--- src/pps_pkg.sv ---
// shared constants for the power sequencer and power-good logic
package pps_pkg;

	// register port geometry
	localparam int ADDR_W = 4;
	localparam int DATA_W = 16;

	// register word indices
	localparam logic [ADDR_W-1:0] OFS_ENABLE  = 4'h0;
	localparam logic [ADDR_W-1:0] OFS_ON_DLY  = 4'h1;
	localparam logic [ADDR_W-1:0] OFS_OFF_DLY = 4'h2;
	localparam logic [ADDR_W-1:0] OFS_PG_CFG  = 4'h3;
	localparam logic [ADDR_W-1:0] OFS_STATUS  = 4'h4;

	// regulator index order inside every 4-bit vector
	localparam int IDX_BUCK1 = 0;
	localparam int IDX_BUCK2 = 1;
	localparam int IDX_LDO1  = 2;
	localparam int IDX_LDO2  = 3;
	localparam int NUM_REG   = 4;
	localparam int CODE_W    = 4;

	// reset values of the software registers
	localparam logic [3:0]        RST_ENABLE  = 4'hF;
	localparam logic [DATA_W-1:0] RST_ON_DLY  = 16'h4321;
	localparam logic [DATA_W-1:0] RST_OFF_DLY = 16'h8736;
	localparam logic [1:0]        RST_PG_SEL  = 2'h1;

	// status word field positions
	localparam int ST_REG_ON   = 0;
	localparam int ST_PG       = 4;
	localparam int ST_TRIG     = 5;
	localparam int ST_SUPPLY   = 6;
	localparam int ST_OK1      = 7;
	localparam int ST_OK2      = 8;
	localparam int ST_PG_RUN   = 9;
	localparam int ST_PG_DONE  = 10;
	localparam int ST_SEQ_UP   = 11;
	localparam int ST_SEQ_DOWN = 12;
	localparam int ST_MASK     = 13;

	// timebase: clock rate and tick period
	localparam int CLK_HZ      = 40000000;
	localparam int TICK_US     = 50;
	localparam int TICK_CYC    = (CLK_HZ / 1000000) * TICK_US;

	// times in microseconds, converted to ticks
	localparam int DEGLITCH_US = 1000;
	localparam int MASK_US     = 5000;
	localparam int DEGLITCH_TK = DEGLITCH_US / TICK_US;
	localparam int MASK_TK     = MASK_US / TICK_US;

	// turn-on delay choices (us)
	localparam int ON_US_0 = 1000;
	localparam int ON_US_1 = 1500;
	localparam int ON_US_2 = 2000;
	localparam int ON_US_3 = 3000;
	localparam int ON_US_4 = 6000;
	localparam int ON_US_5 = 11000;

	// turn-off delay choices (us); codes 6..8 carry the 1.5, 3 and 6 ms default values
	localparam int OFF_US_0 = 0;
	localparam int OFF_US_1 = 500;
	localparam int OFF_US_2 = 1000;
	localparam int OFF_US_3 = 2000;
	localparam int OFF_US_4 = 5000;
	localparam int OFF_US_5 = 10000;
	localparam int OFF_US_6 = 1500;
	localparam int OFF_US_7 = 3000;
	localparam int OFF_US_8 = 6000;

	// power-good release delay choices (us)
	localparam int PG_US_0 = 50;
	localparam int PG_US_1 = 50000;
	localparam int PG_US_2 = 100000;
	localparam int PG_US_3 = 200000;

	// counter widths
	localparam int SEQ_CNT_W = 9;
	localparam int PG_CNT_W  = 12;
	localparam int DG_CNT_W  = 5;
	localparam int MSK_CNT_W = 7;
	localparam int TICK_W    = 12;

	// state types
	typedef enum logic [1:0] {SEQ_IDLE, SEQ_UP, SEQ_DOWN} pps_seq_t;
	typedef enum logic [1:0] {PG_CLEAR, PG_RUN, PG_DONE} pps_pg_t;

endpackage

--- src/pps_top.sv ---
`timescale 1ns/1ps
`default_nettype none
// Function
// - each buck and each ldo has its own pin enable input.
// - filtered trigger rising edge starts the timed power-on sequence.
// - trigger input is deglitched for 1 ms before edges count.
// - filtered trigger falling edge starts the timed shutdown sequence.
// - pin enable changes are ignored while the trigger is high.
// - regulator on equals bus enable and (pin enable or sequenced trigger).
// - bus enable bits reset to on.
// - turn-on delays 1, 1.5, 2, 3, 6, 11 ms; defaults 1.5/2/3/6.
// - turn-off delays 0, 0.5, 1, 2, 5, 10 ms; defaults as on.
// - power-good pulled low while buck levels are not good.
// - power-good release delay 50 us, 50, 100, 200 ms; default 50 ms.
// - level-ok flags come from trimmed comparators with hysteresis.
// - enabled buck level-ok rise starts delay; power-good low until done.
// - other channel set events do not disturb a running delay.
// - any enabled level-ok fall drops power-good and restarts delay.
// - late buck enable starts 5 ms mask holding power-good high.
// - late buck still not ok at mask expiry drops power-good.
// - delay timer cleared by reset or enables, set by enable and ok.
// - power-good is timer output ANDed with both mask outputs.
// - supply below lockout forces all four regulator enables off.
module pps_top #(
	parameter int TICK_CYCLES = pps_pkg::TICK_CYC
)(
	// clock and reset
	input  wire logic                        clk_sys,
	input  wire logic                        sys_rst,
	// register port
	input  wire logic [pps_pkg::ADDR_W-1:0]  reg_addr,
	input  wire logic [pps_pkg::DATA_W-1:0]  reg_wdata,
	input  wire logic                        reg_wr,
	input  wire logic                        reg_rd,
	output logic      [pps_pkg::DATA_W-1:0]  reg_rdata,
	// enable pins
	input  wire logic                        buck1_pin_enable,
	input  wire logic                        buck2_pin_enable,
	input  wire logic                        ldo1_pin_enable,
	input  wire logic                        ldo2_pin_enable,
	input  wire logic                        seq_trigger_pin,
	// analog status flags
	input  wire logic                        buck1_level_ok,
	input  wire logic                        buck2_level_ok,
	input  wire logic                        raw_input_supply_ok,
	// regulator enables
	output logic                             buck1_enable,
	output logic                             buck2_enable,
	output logic                             ldo1_enable,
	output logic                             ldo2_enable,
	// open-drain power-good pin
	output logic                             power_good_out_o,
	output logic                             power_good_out_oe
);
	import pps_pkg::*;

	// turn-on delay code to ticks
	function automatic logic [SEQ_CNT_W-1:0] on_ticks(input logic [CODE_W-1:0] code);
		int us;
		case (code)
			4'h0: us = ON_US_0;
			4'h1: us = ON_US_1;
			4'h2: us = ON_US_2;
			4'h3: us = ON_US_3;
			4'h4: us = ON_US_4;
			default: us = ON_US_5;
		endcase
		return SEQ_CNT_W'(us / TICK_US);
	endfunction

	// turn-off delay code to ticks
	function automatic logic [SEQ_CNT_W-1:0] off_ticks(input logic [CODE_W-1:0] code);
		int us;
		us = OFF_US_5;
		case (code)
			4'h0: us = OFF_US_0;
			4'h1: us = OFF_US_1;
			4'h2: us = OFF_US_2;
			4'h3: us = OFF_US_3;
			4'h4: us = OFF_US_4;
			4'h6: us = OFF_US_6;
			4'h7: us = OFF_US_7;
			4'h8: us = OFF_US_8;
			default: us = OFF_US_5;
		endcase
		return SEQ_CNT_W'(us / TICK_US);
	endfunction

	// power-good delay select to ticks
	function automatic logic [PG_CNT_W-1:0] pg_ticks(input logic [1:0] sel);
		int us;
		us = PG_US_1;
		case (sel)
			2'h0: us = PG_US_0;
			2'h1: us = PG_US_1;
			2'h2: us = PG_US_2;
			default: us = PG_US_3;
		endcase
		return PG_CNT_W'(us / TICK_US);
	endfunction

	// synchroniser stages for all asynchronous inputs
	logic [7:0]             sync1_reg;
	logic [7:0]             sync2_reg;
	wire  [7:0]             async_in;
	wire  [3:0]             pin_s;
	wire                    trig_s;
	wire                    ok1_s;
	wire                    ok2_s;
	wire                    supply_s;

	// timebase
	logic [TICK_W-1:0]      tick_cnt_reg;
	wire                    tick;

	// trigger deglitch
	logic [DG_CNT_W-1:0]    dg_cnt_reg;
	logic                   trig_f_reg;
	wire                    trig_flip;
	wire                    trig_rise;
	wire                    trig_fall;

	// software registers
	logic [3:0]             bus_en_reg;
	logic [DATA_W-1:0]      on_code_reg;
	logic [DATA_W-1:0]      off_code_reg;
	logic [1:0]             pg_sel_reg;
	logic [DATA_W-1:0]      rdata_reg;
	logic [DATA_W-1:0]      rdata_next;
	logic [DATA_W-1:0]      status_w;

	// sequencer
	pps_seq_t               seq_dir_reg;
	logic [SEQ_CNT_W-1:0]   seq_cnt_reg;
	logic [3:0]             seq_on_reg;
	logic [3:0]             seq_on_next;
	logic [3:0]             pin_hold_reg;
	wire  [3:0]             pin_eff;
	logic [3:0]             reg_on_reg;
	wire  [3:0]             reg_on_next;

	// power-good logic
	pps_pg_t                pg_state_reg;
	logic [PG_CNT_W-1:0]    pg_cnt_reg;
	logic [1:0]             chan_d_reg;
	logic [1:0]             ok_d_reg;
	logic [1:0]             en_d_reg;
	logic [1:0]             mask_act_reg;
	logic [MSK_CNT_W-1:0]   mask_cnt_reg [2];
	logic                   pg_low_reg;
	wire  [1:0]             buck_en;
	wire  [1:0]             buck_ok;
	wire  [1:0]             chan_set;
	wire                    set_rise;
	wire                    ok_fall;
	wire                    pg_clear;
	wire  [PG_CNT_W-1:0]    pg_target;
	wire  [1:0]             mask_out;
	wire  [1:0]             mask_start = buck_en & ~en_d_reg & {2{pg_state_reg == PG_DONE}};
	wire                    pg_next;

	// input synchronisers, two flops each
	assign async_in = {raw_input_supply_ok, buck2_level_ok, buck1_level_ok, seq_trigger_pin,
		ldo2_pin_enable, ldo1_pin_enable, buck2_pin_enable, buck1_pin_enable};
	always_ff @(posedge clk_sys or posedge sys_rst) begin
		if (sys_rst) begin
			sync1_reg <= 8'h00;
			sync2_reg <= 8'h00;
		end else begin
			sync1_reg <= async_in;
			sync2_reg <= sync1_reg;
		end
	end
	assign pin_s    = sync2_reg[3:0];
	assign trig_s   = sync2_reg[4];
	assign ok1_s    = sync2_reg[5];
	assign ok2_s    = sync2_reg[6];
	assign supply_s = sync2_reg[7];

	// free-running tick divider
	assign tick = (tick_cnt_reg == TICK_W'(TICK_CYCLES - 1));
	always_ff @(posedge clk_sys or posedge sys_rst) begin
		if (sys_rst)
			tick_cnt_reg <= '0;
		else if (tick)
			tick_cnt_reg <= '0;
		else
			tick_cnt_reg <= tick_cnt_reg + TICK_W'(1);
	end

	// trigger filter: flips only after a full deglitch time of disagreement
	assign trig_flip = (trig_s != trig_f_reg) && tick && (dg_cnt_reg == DG_CNT_W'(DEGLITCH_TK - 1));
	assign trig_rise = trig_flip && !trig_f_reg;
	assign trig_fall = trig_flip && trig_f_reg;
	always_ff @(posedge clk_sys or posedge sys_rst) begin
		if (sys_rst) begin
			dg_cnt_reg <= '0;
			trig_f_reg <= 1'b0;
		end else if (trig_s == trig_f_reg || trig_flip) begin
			dg_cnt_reg <= '0;
			trig_f_reg <= trig_f_reg ^ trig_flip;
		end else if (tick) begin
			dg_cnt_reg <= dg_cnt_reg + DG_CNT_W'(1);
		end
	end

	// register writes
	always_ff @(posedge clk_sys or posedge sys_rst) begin
		if (sys_rst) begin
			bus_en_reg   <= RST_ENABLE;
			on_code_reg  <= RST_ON_DLY;
			off_code_reg <= RST_OFF_DLY;
			pg_sel_reg   <= RST_PG_SEL;
		end else if (reg_wr) begin
			case (reg_addr)
				OFS_ENABLE:  bus_en_reg   <= reg_wdata[3:0];
				OFS_ON_DLY:  on_code_reg  <= reg_wdata;
				OFS_OFF_DLY: off_code_reg <= reg_wdata;
				OFS_PG_CFG:  pg_sel_reg   <= reg_wdata[1:0];
				default: ;
			endcase
		end
	end

	// status word and read mux
	always_comb begin
		status_w = '0;
		status_w[ST_REG_ON +: 4] = reg_on_reg;
		status_w[ST_PG]       = !pg_low_reg;
		status_w[ST_TRIG]     = trig_f_reg;
		status_w[ST_SUPPLY]   = supply_s;
		status_w[ST_OK1]      = ok1_s;
		status_w[ST_OK2]      = ok2_s;
		status_w[ST_PG_RUN]   = (pg_state_reg == PG_RUN);
		status_w[ST_PG_DONE]  = (pg_state_reg == PG_DONE);
		status_w[ST_SEQ_UP]   = (seq_dir_reg == SEQ_UP);
		status_w[ST_SEQ_DOWN] = (seq_dir_reg == SEQ_DOWN);
		status_w[ST_MASK +: 2] = mask_act_reg;
		rdata_next = '0;
		if (reg_rd) begin
			case (reg_addr)
				OFS_ENABLE:  rdata_next = {12'h000, bus_en_reg};
				OFS_ON_DLY:  rdata_next = on_code_reg;
				OFS_OFF_DLY: rdata_next = off_code_reg;
				OFS_PG_CFG:  rdata_next = {14'h0000, pg_sel_reg};
				OFS_STATUS:  rdata_next = status_w;
				default:     rdata_next = '0;
			endcase
		end
	end

	// read data valid only in the cycle after the strobe
	always_ff @(posedge clk_sys or posedge sys_rst) begin
		if (sys_rst)
			rdata_reg <= '0;
		else
			rdata_reg <= rdata_next;
	end
	assign reg_rdata = rdata_reg;

	// sequencer direction and elapsed tick count since last filtered edge
	always_ff @(posedge clk_sys or posedge sys_rst) begin
		if (sys_rst) begin
			seq_dir_reg <= SEQ_IDLE;
			seq_cnt_reg <= '0;
		end else if (trig_rise) begin
			seq_dir_reg <= SEQ_UP;
			seq_cnt_reg <= '0;
		end else if (trig_fall) begin
			seq_dir_reg <= SEQ_DOWN;
			seq_cnt_reg <= '0;
		end else if (tick && seq_cnt_reg != '1) begin
			seq_cnt_reg <= seq_cnt_reg + SEQ_CNT_W'(1);
		end
	end

	// per-regulator sequenced enable after its own delay
	always_comb begin
		seq_on_next = seq_on_reg;
		for (int i = 0; i < NUM_REG; i++) begin
			case (seq_dir_reg)
				SEQ_UP:
					if (seq_cnt_reg >= on_ticks(on_code_reg[i*CODE_W +: CODE_W]))
						seq_on_next[i] = 1'b1;
				SEQ_DOWN:
					if (seq_cnt_reg >= off_ticks(off_code_reg[i*CODE_W +: CODE_W]))
						seq_on_next[i] = 1'b0;
				default: seq_on_next[i] = 1'b0;
			endcase
		end
	end

	// pins are frozen while the trigger is high; pins held low leave control to the sequence
	assign pin_eff     = trig_f_reg ? pin_hold_reg : pin_s;
	assign reg_on_next = {4{supply_s}} & bus_en_reg & (pin_eff | seq_on_reg);
	always_ff @(posedge clk_sys or posedge sys_rst) begin
		if (sys_rst) begin
			seq_on_reg   <= 4'h0;
			pin_hold_reg <= 4'h0;
			reg_on_reg   <= 4'h0;
		end else begin
			seq_on_reg   <= seq_on_next;
			pin_hold_reg <= pin_eff;
			reg_on_reg   <= reg_on_next;
		end
	end
	assign buck1_enable = reg_on_reg[IDX_BUCK1];
	assign buck2_enable = reg_on_reg[IDX_BUCK2];
	assign ldo1_enable  = reg_on_reg[IDX_LDO1];
	assign ldo2_enable  = reg_on_reg[IDX_LDO2];

	// power-good set, clear and restart conditions
	assign buck_en   = reg_on_reg[1:0];
	assign buck_ok   = {ok2_s, ok1_s};
	assign chan_set  = buck_en & buck_ok;
	assign set_rise  = |(chan_set & ~chan_d_reg);
	assign ok_fall   = |(ok_d_reg & ~buck_ok & buck_en);
	assign pg_clear  = ~|buck_en;
	assign pg_target = pg_ticks(pg_sel_reg);

	// delay timer; clear has priority so set and clear never act together
	always_ff @(posedge clk_sys or posedge sys_rst) begin
		if (sys_rst) begin
			pg_state_reg <= PG_CLEAR;
			pg_cnt_reg   <= '0;
		end else if (pg_clear) begin
			pg_state_reg <= PG_CLEAR;
			pg_cnt_reg   <= '0;
		end else if (ok_fall) begin
			pg_state_reg <= PG_RUN;
			pg_cnt_reg   <= '0;
		end else begin
			case (pg_state_reg)
				PG_CLEAR:
					if (set_rise) begin
						pg_state_reg <= PG_RUN;
						pg_cnt_reg   <= '0;
					end
				PG_RUN:
					if (tick) begin  // set events from either channel ignored here
						if (pg_cnt_reg >= pg_target - PG_CNT_W'(1))
							pg_state_reg <= PG_DONE;
						else
							pg_cnt_reg <= pg_cnt_reg + PG_CNT_W'(1);
					end
				PG_DONE: ;
				default: pg_state_reg <= PG_CLEAR;
			endcase
		end
	end

	// mask windows started by a late buck enable
	always_ff @(posedge clk_sys or posedge sys_rst) begin
		if (sys_rst) begin
			mask_act_reg    <= 2'b00;
			mask_cnt_reg[0] <= '0;
			mask_cnt_reg[1] <= '0;
		end else begin
			for (int i = 0; i < 2; i++) begin
				if (!buck_en[i]) begin
					mask_act_reg[i] <= 1'b0;
				end else if (mask_start[i]) begin
					mask_act_reg[i] <= 1'b1;
					mask_cnt_reg[i] <= '0;
				end else if (mask_act_reg[i] && tick) begin
					if (mask_cnt_reg[i] == MSK_CNT_W'(MASK_TK - 1))
						mask_act_reg[i] <= 1'b0;
					else
						mask_cnt_reg[i] <= mask_cnt_reg[i] + MSK_CNT_W'(1);
				end
			end
		end
	end

	// final gate: timer done and each channel masked, ok, or not enabled
	assign mask_out = ~buck_en | mask_start | mask_act_reg | buck_ok;
	assign pg_next  = (pg_state_reg == PG_DONE) & mask_out[0] & mask_out[1];

	// edge history and the registered power-good pull-down
	always_ff @(posedge clk_sys or posedge sys_rst) begin
		if (sys_rst) begin
			chan_d_reg <= 2'b00;
			ok_d_reg   <= 2'b00;
			en_d_reg   <= 2'b00;
			pg_low_reg <= 1'b1;
		end else begin
			chan_d_reg <= chan_set;
			ok_d_reg   <= buck_ok;
			en_d_reg   <= buck_en;
			pg_low_reg <= !pg_next;
		end
	end

	// open drain: only ever pulls low
	assign power_good_out_o  = 1'b0;
	assign power_good_out_oe = pg_low_reg;

endmodule
`default_nettype wire

--- config.mk ---
export PLATFORM = sky130hd
export DESIGN_NAME = pps_top
export DESIGN_NICKNAME = d
export VERILOG_FILES = /design/src/pps_pkg.sv /design/src/pps_top.sv
export SDC_FILE = /design/constraint.sdc
export NUM_CORES = 1
export LEC_CHECK = 0
export BUFFER_PORTS_ARGS = -buffer_cell sky130_fd_sc_hd__buf_4
export CAP_MARGIN = 20
export CORE_MARGIN = 2
export CORE_UTILIZATION = 25
export CTS_CLUSTER_DIAMETER = 30
export DETAILED_ROUTE_END_ITERATION = 10
export PLACE_DENSITY = 0.4
export SYNTH_ARGS = -nofsm -noshare
export SYNTH_HDL_FRONTEND = slang
export SYNTH_SLANG_ARGS = --single-unit
export TNS_END_PERCENT = 10
--- constraint.sdc ---
create_clock -name clk_sys -period 10.26 [get_ports clk_sys]
set_clock_uncertainty 0.2 [all_clocks]
set_input_delay 1.539 -clock clk_sys [delete_from_list [all_inputs] [get_ports clk_sys]]
set_output_delay 1.539 -clock clk_sys [all_outputs]
set_load 0.05 [all_outputs]
==> flow_metrics.tcl <==
set metrics [dict create \
    gp_congestion 0.832 \
    worst_ep_required_time_ns 10.35 \
    worst_path_max_delay_cell "dfrtp_1" \
    synth-edff-count 0 \
    track_usage 0.144 \
    root_buffer "clkbuf_16" \
    crit_path_frequent_cell "a21oi_1" \
    hold_violations 0 \
    start_util 0.254 \
    insertion_delay_ns 0.42 \
    core_area_sq_um 63300 \
    outcome "completed" \
    num_io_pins 54 \
    grt_pass1_wl_mm 78.1 \
    worstPathArrival_ns 9.63 \
    r2r_cells 43 \
    drt-wirelength-per-cell_um 17.2 \
    cts_buffers 17 \
    cts.clk_slew.worst_paths_ns 0.07 \
    syn_inst 1925 \
    grt_max_degree 100 \
    synth.area.top_cells "dfrtp_1 (20%), ha_1 (11%), nor2_1 (3.9%)" \
    die_w_um 258 \
    netlist.area_leader.share 0.201 \
    synth.yosys.warnings 0 \
    placementRows 92 \
    avgSynthCellArea_sq_um 8.35 \
    hold_buffers 0 \
    port_buffers 52 \
    min_period_ns 9.55 \
    drc_errors 0 \
    hold_path_class "reg -> reg" \
    totalWireLength_mm 48.6 \
    drt_first_pass_iters 6 \
    worstSetupEndpointType "register" \
    max_cap_violations 0 \
    crit_type "reg -> reg" \
    vias_per_cell 5.23 \
    area_growth_pct 13.1 \
    ys_types 128 \
    vias 14700 \
    r2r_slack_ns 0.71 \
    clockBufferDepth 2 \
    grt_pass1_vias 14000 \
    place_ws_ns 0.437 \
    cp-startpoint "off_code_reg[12]$_DFFE_PP0P_" \
    setup_viol 0 \
    synth_commonest_cells "nor2_1 (167), ha_1 (145), nand2_1 (142), dfrtp_1 (129), a21oi_1 (122)" \
    n_antenna_cell 0 \
    cts_tree "done" \
    worst_slew_pin_slew_ns 1.04 \
    dpl.hpwl_mm 36.6 \
    relSlewSlack 0.308 \
    synth_area_sq_um 16100 \
    htreeDepth 4 \
    synth_most_common_cell "nor2_1" \
    fmaxAchievable_ghz 0.105 \
    grt-ovfl-total 0 \
    fin_crit_sh 0.930 \
    drtIter0Drc 1169 \
    crit_path_end "seq_on_reg[3]$_DFFE_PP0P_" \
    cpPeakStageDelay_ns 0.49 \
    ys.flop_type "dfrtp_1" \
    drive_gt1_frac 0.151 \
    final_antenna_net_count 0 \
    nets 2137 \
    nFillCells 6755 \
    cts_sinks 148 \
    async_flop_share 1.00 \
    antenna_found_initial 2 \
    path_max_fanout 8 \
    start_kind "register" \
    synth.largest_area_cell "dfrtp_1" \
    ys_ff_latch 148 \
    seq_area_frac_synth 0.232 \
    worstReg2RegStart "off_code_reg[12]$_DFFE_PP0P_" \
    regToRegEndpoint "seq_on_reg[3]$_DFFE_PP0P_" \
    final_max_slew_viol_count 0 \
    fin_ws_ns 0.714 \
    die_h_um 258 \
    die_area_sq_um 66300 \
]
how the worst min path moves through the flow:
stage                      startpoint  cells past startpoint                      to
5_1_grt        sync1_reg[5]$_DFF_PP0_                      0  sync2_reg[5]$_DFF_PP0_
3_3_place_gp   sync1_reg[0]$_DFF_PP0_                      0  sync2_reg[0]$_DFF_PP0_
3_5_place_dp   sync1_reg[0]$_DFF_PP0_                      0  sync2_reg[0]$_DFF_PP0_
6_report       sync1_reg[0]$_DFF_PP0_                      0  sync2_reg[0]$_DFF_PP0_
2_1_floorplan  sync1_reg[0]$_DFF_PP0_                      0  sync2_reg[0]$_DFF_PP0_
4_1_cts        sync1_reg[0]$_DFF_PP0_                      0  sync2_reg[0]$_DFF_PP0_
routing by layer:
metal | GRT usage | up-vias | share of wire
li1 | - | 7291 | -
met2 | 0.241 | 305 | 0.47
met5 | 0 | - | 0
met4 | 0.0278 | 0 | 0.012
met3 | 0.0145 | 38 | 0.031
met1 | 0.201 | 7113 | 0.49
metrics by stage:
stage                     cell area (sq um)   util  setup TNS (ns)  std cells  hold slack [ns]
after floorplan                       16100      -               0       1940            0.131
after global placement                17400  0.275               0       2782            0.137
after detailed placement              17400  0.275               0       2782            0.136
after CTS                             18000  0.284               0       2814            0.152
after global routing                  18200  0.287         -0.0284       2819            0.164
final                                 18200  0.287               0       2819            0.149
placed cells by master, fill, tap and decap left out, types with 16 or more instances in the layout:
cell type,count
clkbuf_16,17
o21a_1,21
ha_1,145
or2_2,17
a21o_1,48
nor4_1,17
conb_1,17
nor3_1,45
nand4_1,22
nand2b_1,57
xnor2_1,50
and2_1,23
dfrtp_1,129
inv_1,69
and3_1,24
a31oi_1,21
a211o_1,18
a21oi_1,121
nor2_1,167
mux2i_1,28
o31ai_1,16
o211ai_1,36
nand3_1,48
or3_1,19
xor2_1,22
a211oi_1,22
mux2_2,48
nor2b_1,41
buf_4,75
o21ai_0,93
dfstp_2,19
nand2_1,142
final cells by class:
cell class,instances,area [sq um],share of cell area
Timing Repair Buffer,76,568,0.0313
Tap cell,846,1060,0.0583
Clock inverter,15,186,0.0103
Clock buffer,17,425,0.0234
Sequential cell,148,3730,0.205
Inverter,78,302,0.0166
Multi-Input combinational cell,1639,11900,0.655
worst max-delay path: cells and delay by family (launching register included):
family	cells	cell delay (ns)
compound gates	20	4.12
simple gates	12	1.72
fa+ha+maj	4	1.26
xor+xnor	3	0.64
buf+inv	3	0.56
flops	1	0.49
mux	1	0.39
what timing repair did:
action                     in CTS  in global routing
buffers inserted                0                  4
resized for setup               0                 21
setup endpoints to repair       0                  2
kinds of logic (layout without fill, tap and decap cells):
group | Yosys count | count (layout) | share of synthesized area
other | 2 | 17 | 0.000467
buffers and inverters | 153 | 186 | 0.0401
AO/OA/AOI/OAI | 619 | 619 | 0.287
multiplexers | 78 | 78 | 0.0530
adder cells (fa/ha/maj) | 153 | 153 | 0.118
XOR/XNOR | 81 | 81 | 0.0465
AND/OR/NAND/NOR | 691 | 691 | 0.223
flip-flops | 148 | 148 | 0.232
Power is left out: the tool's default activity adds up to more than one toggle a clock period on the data nets, which glitch-free logic cannot reach.
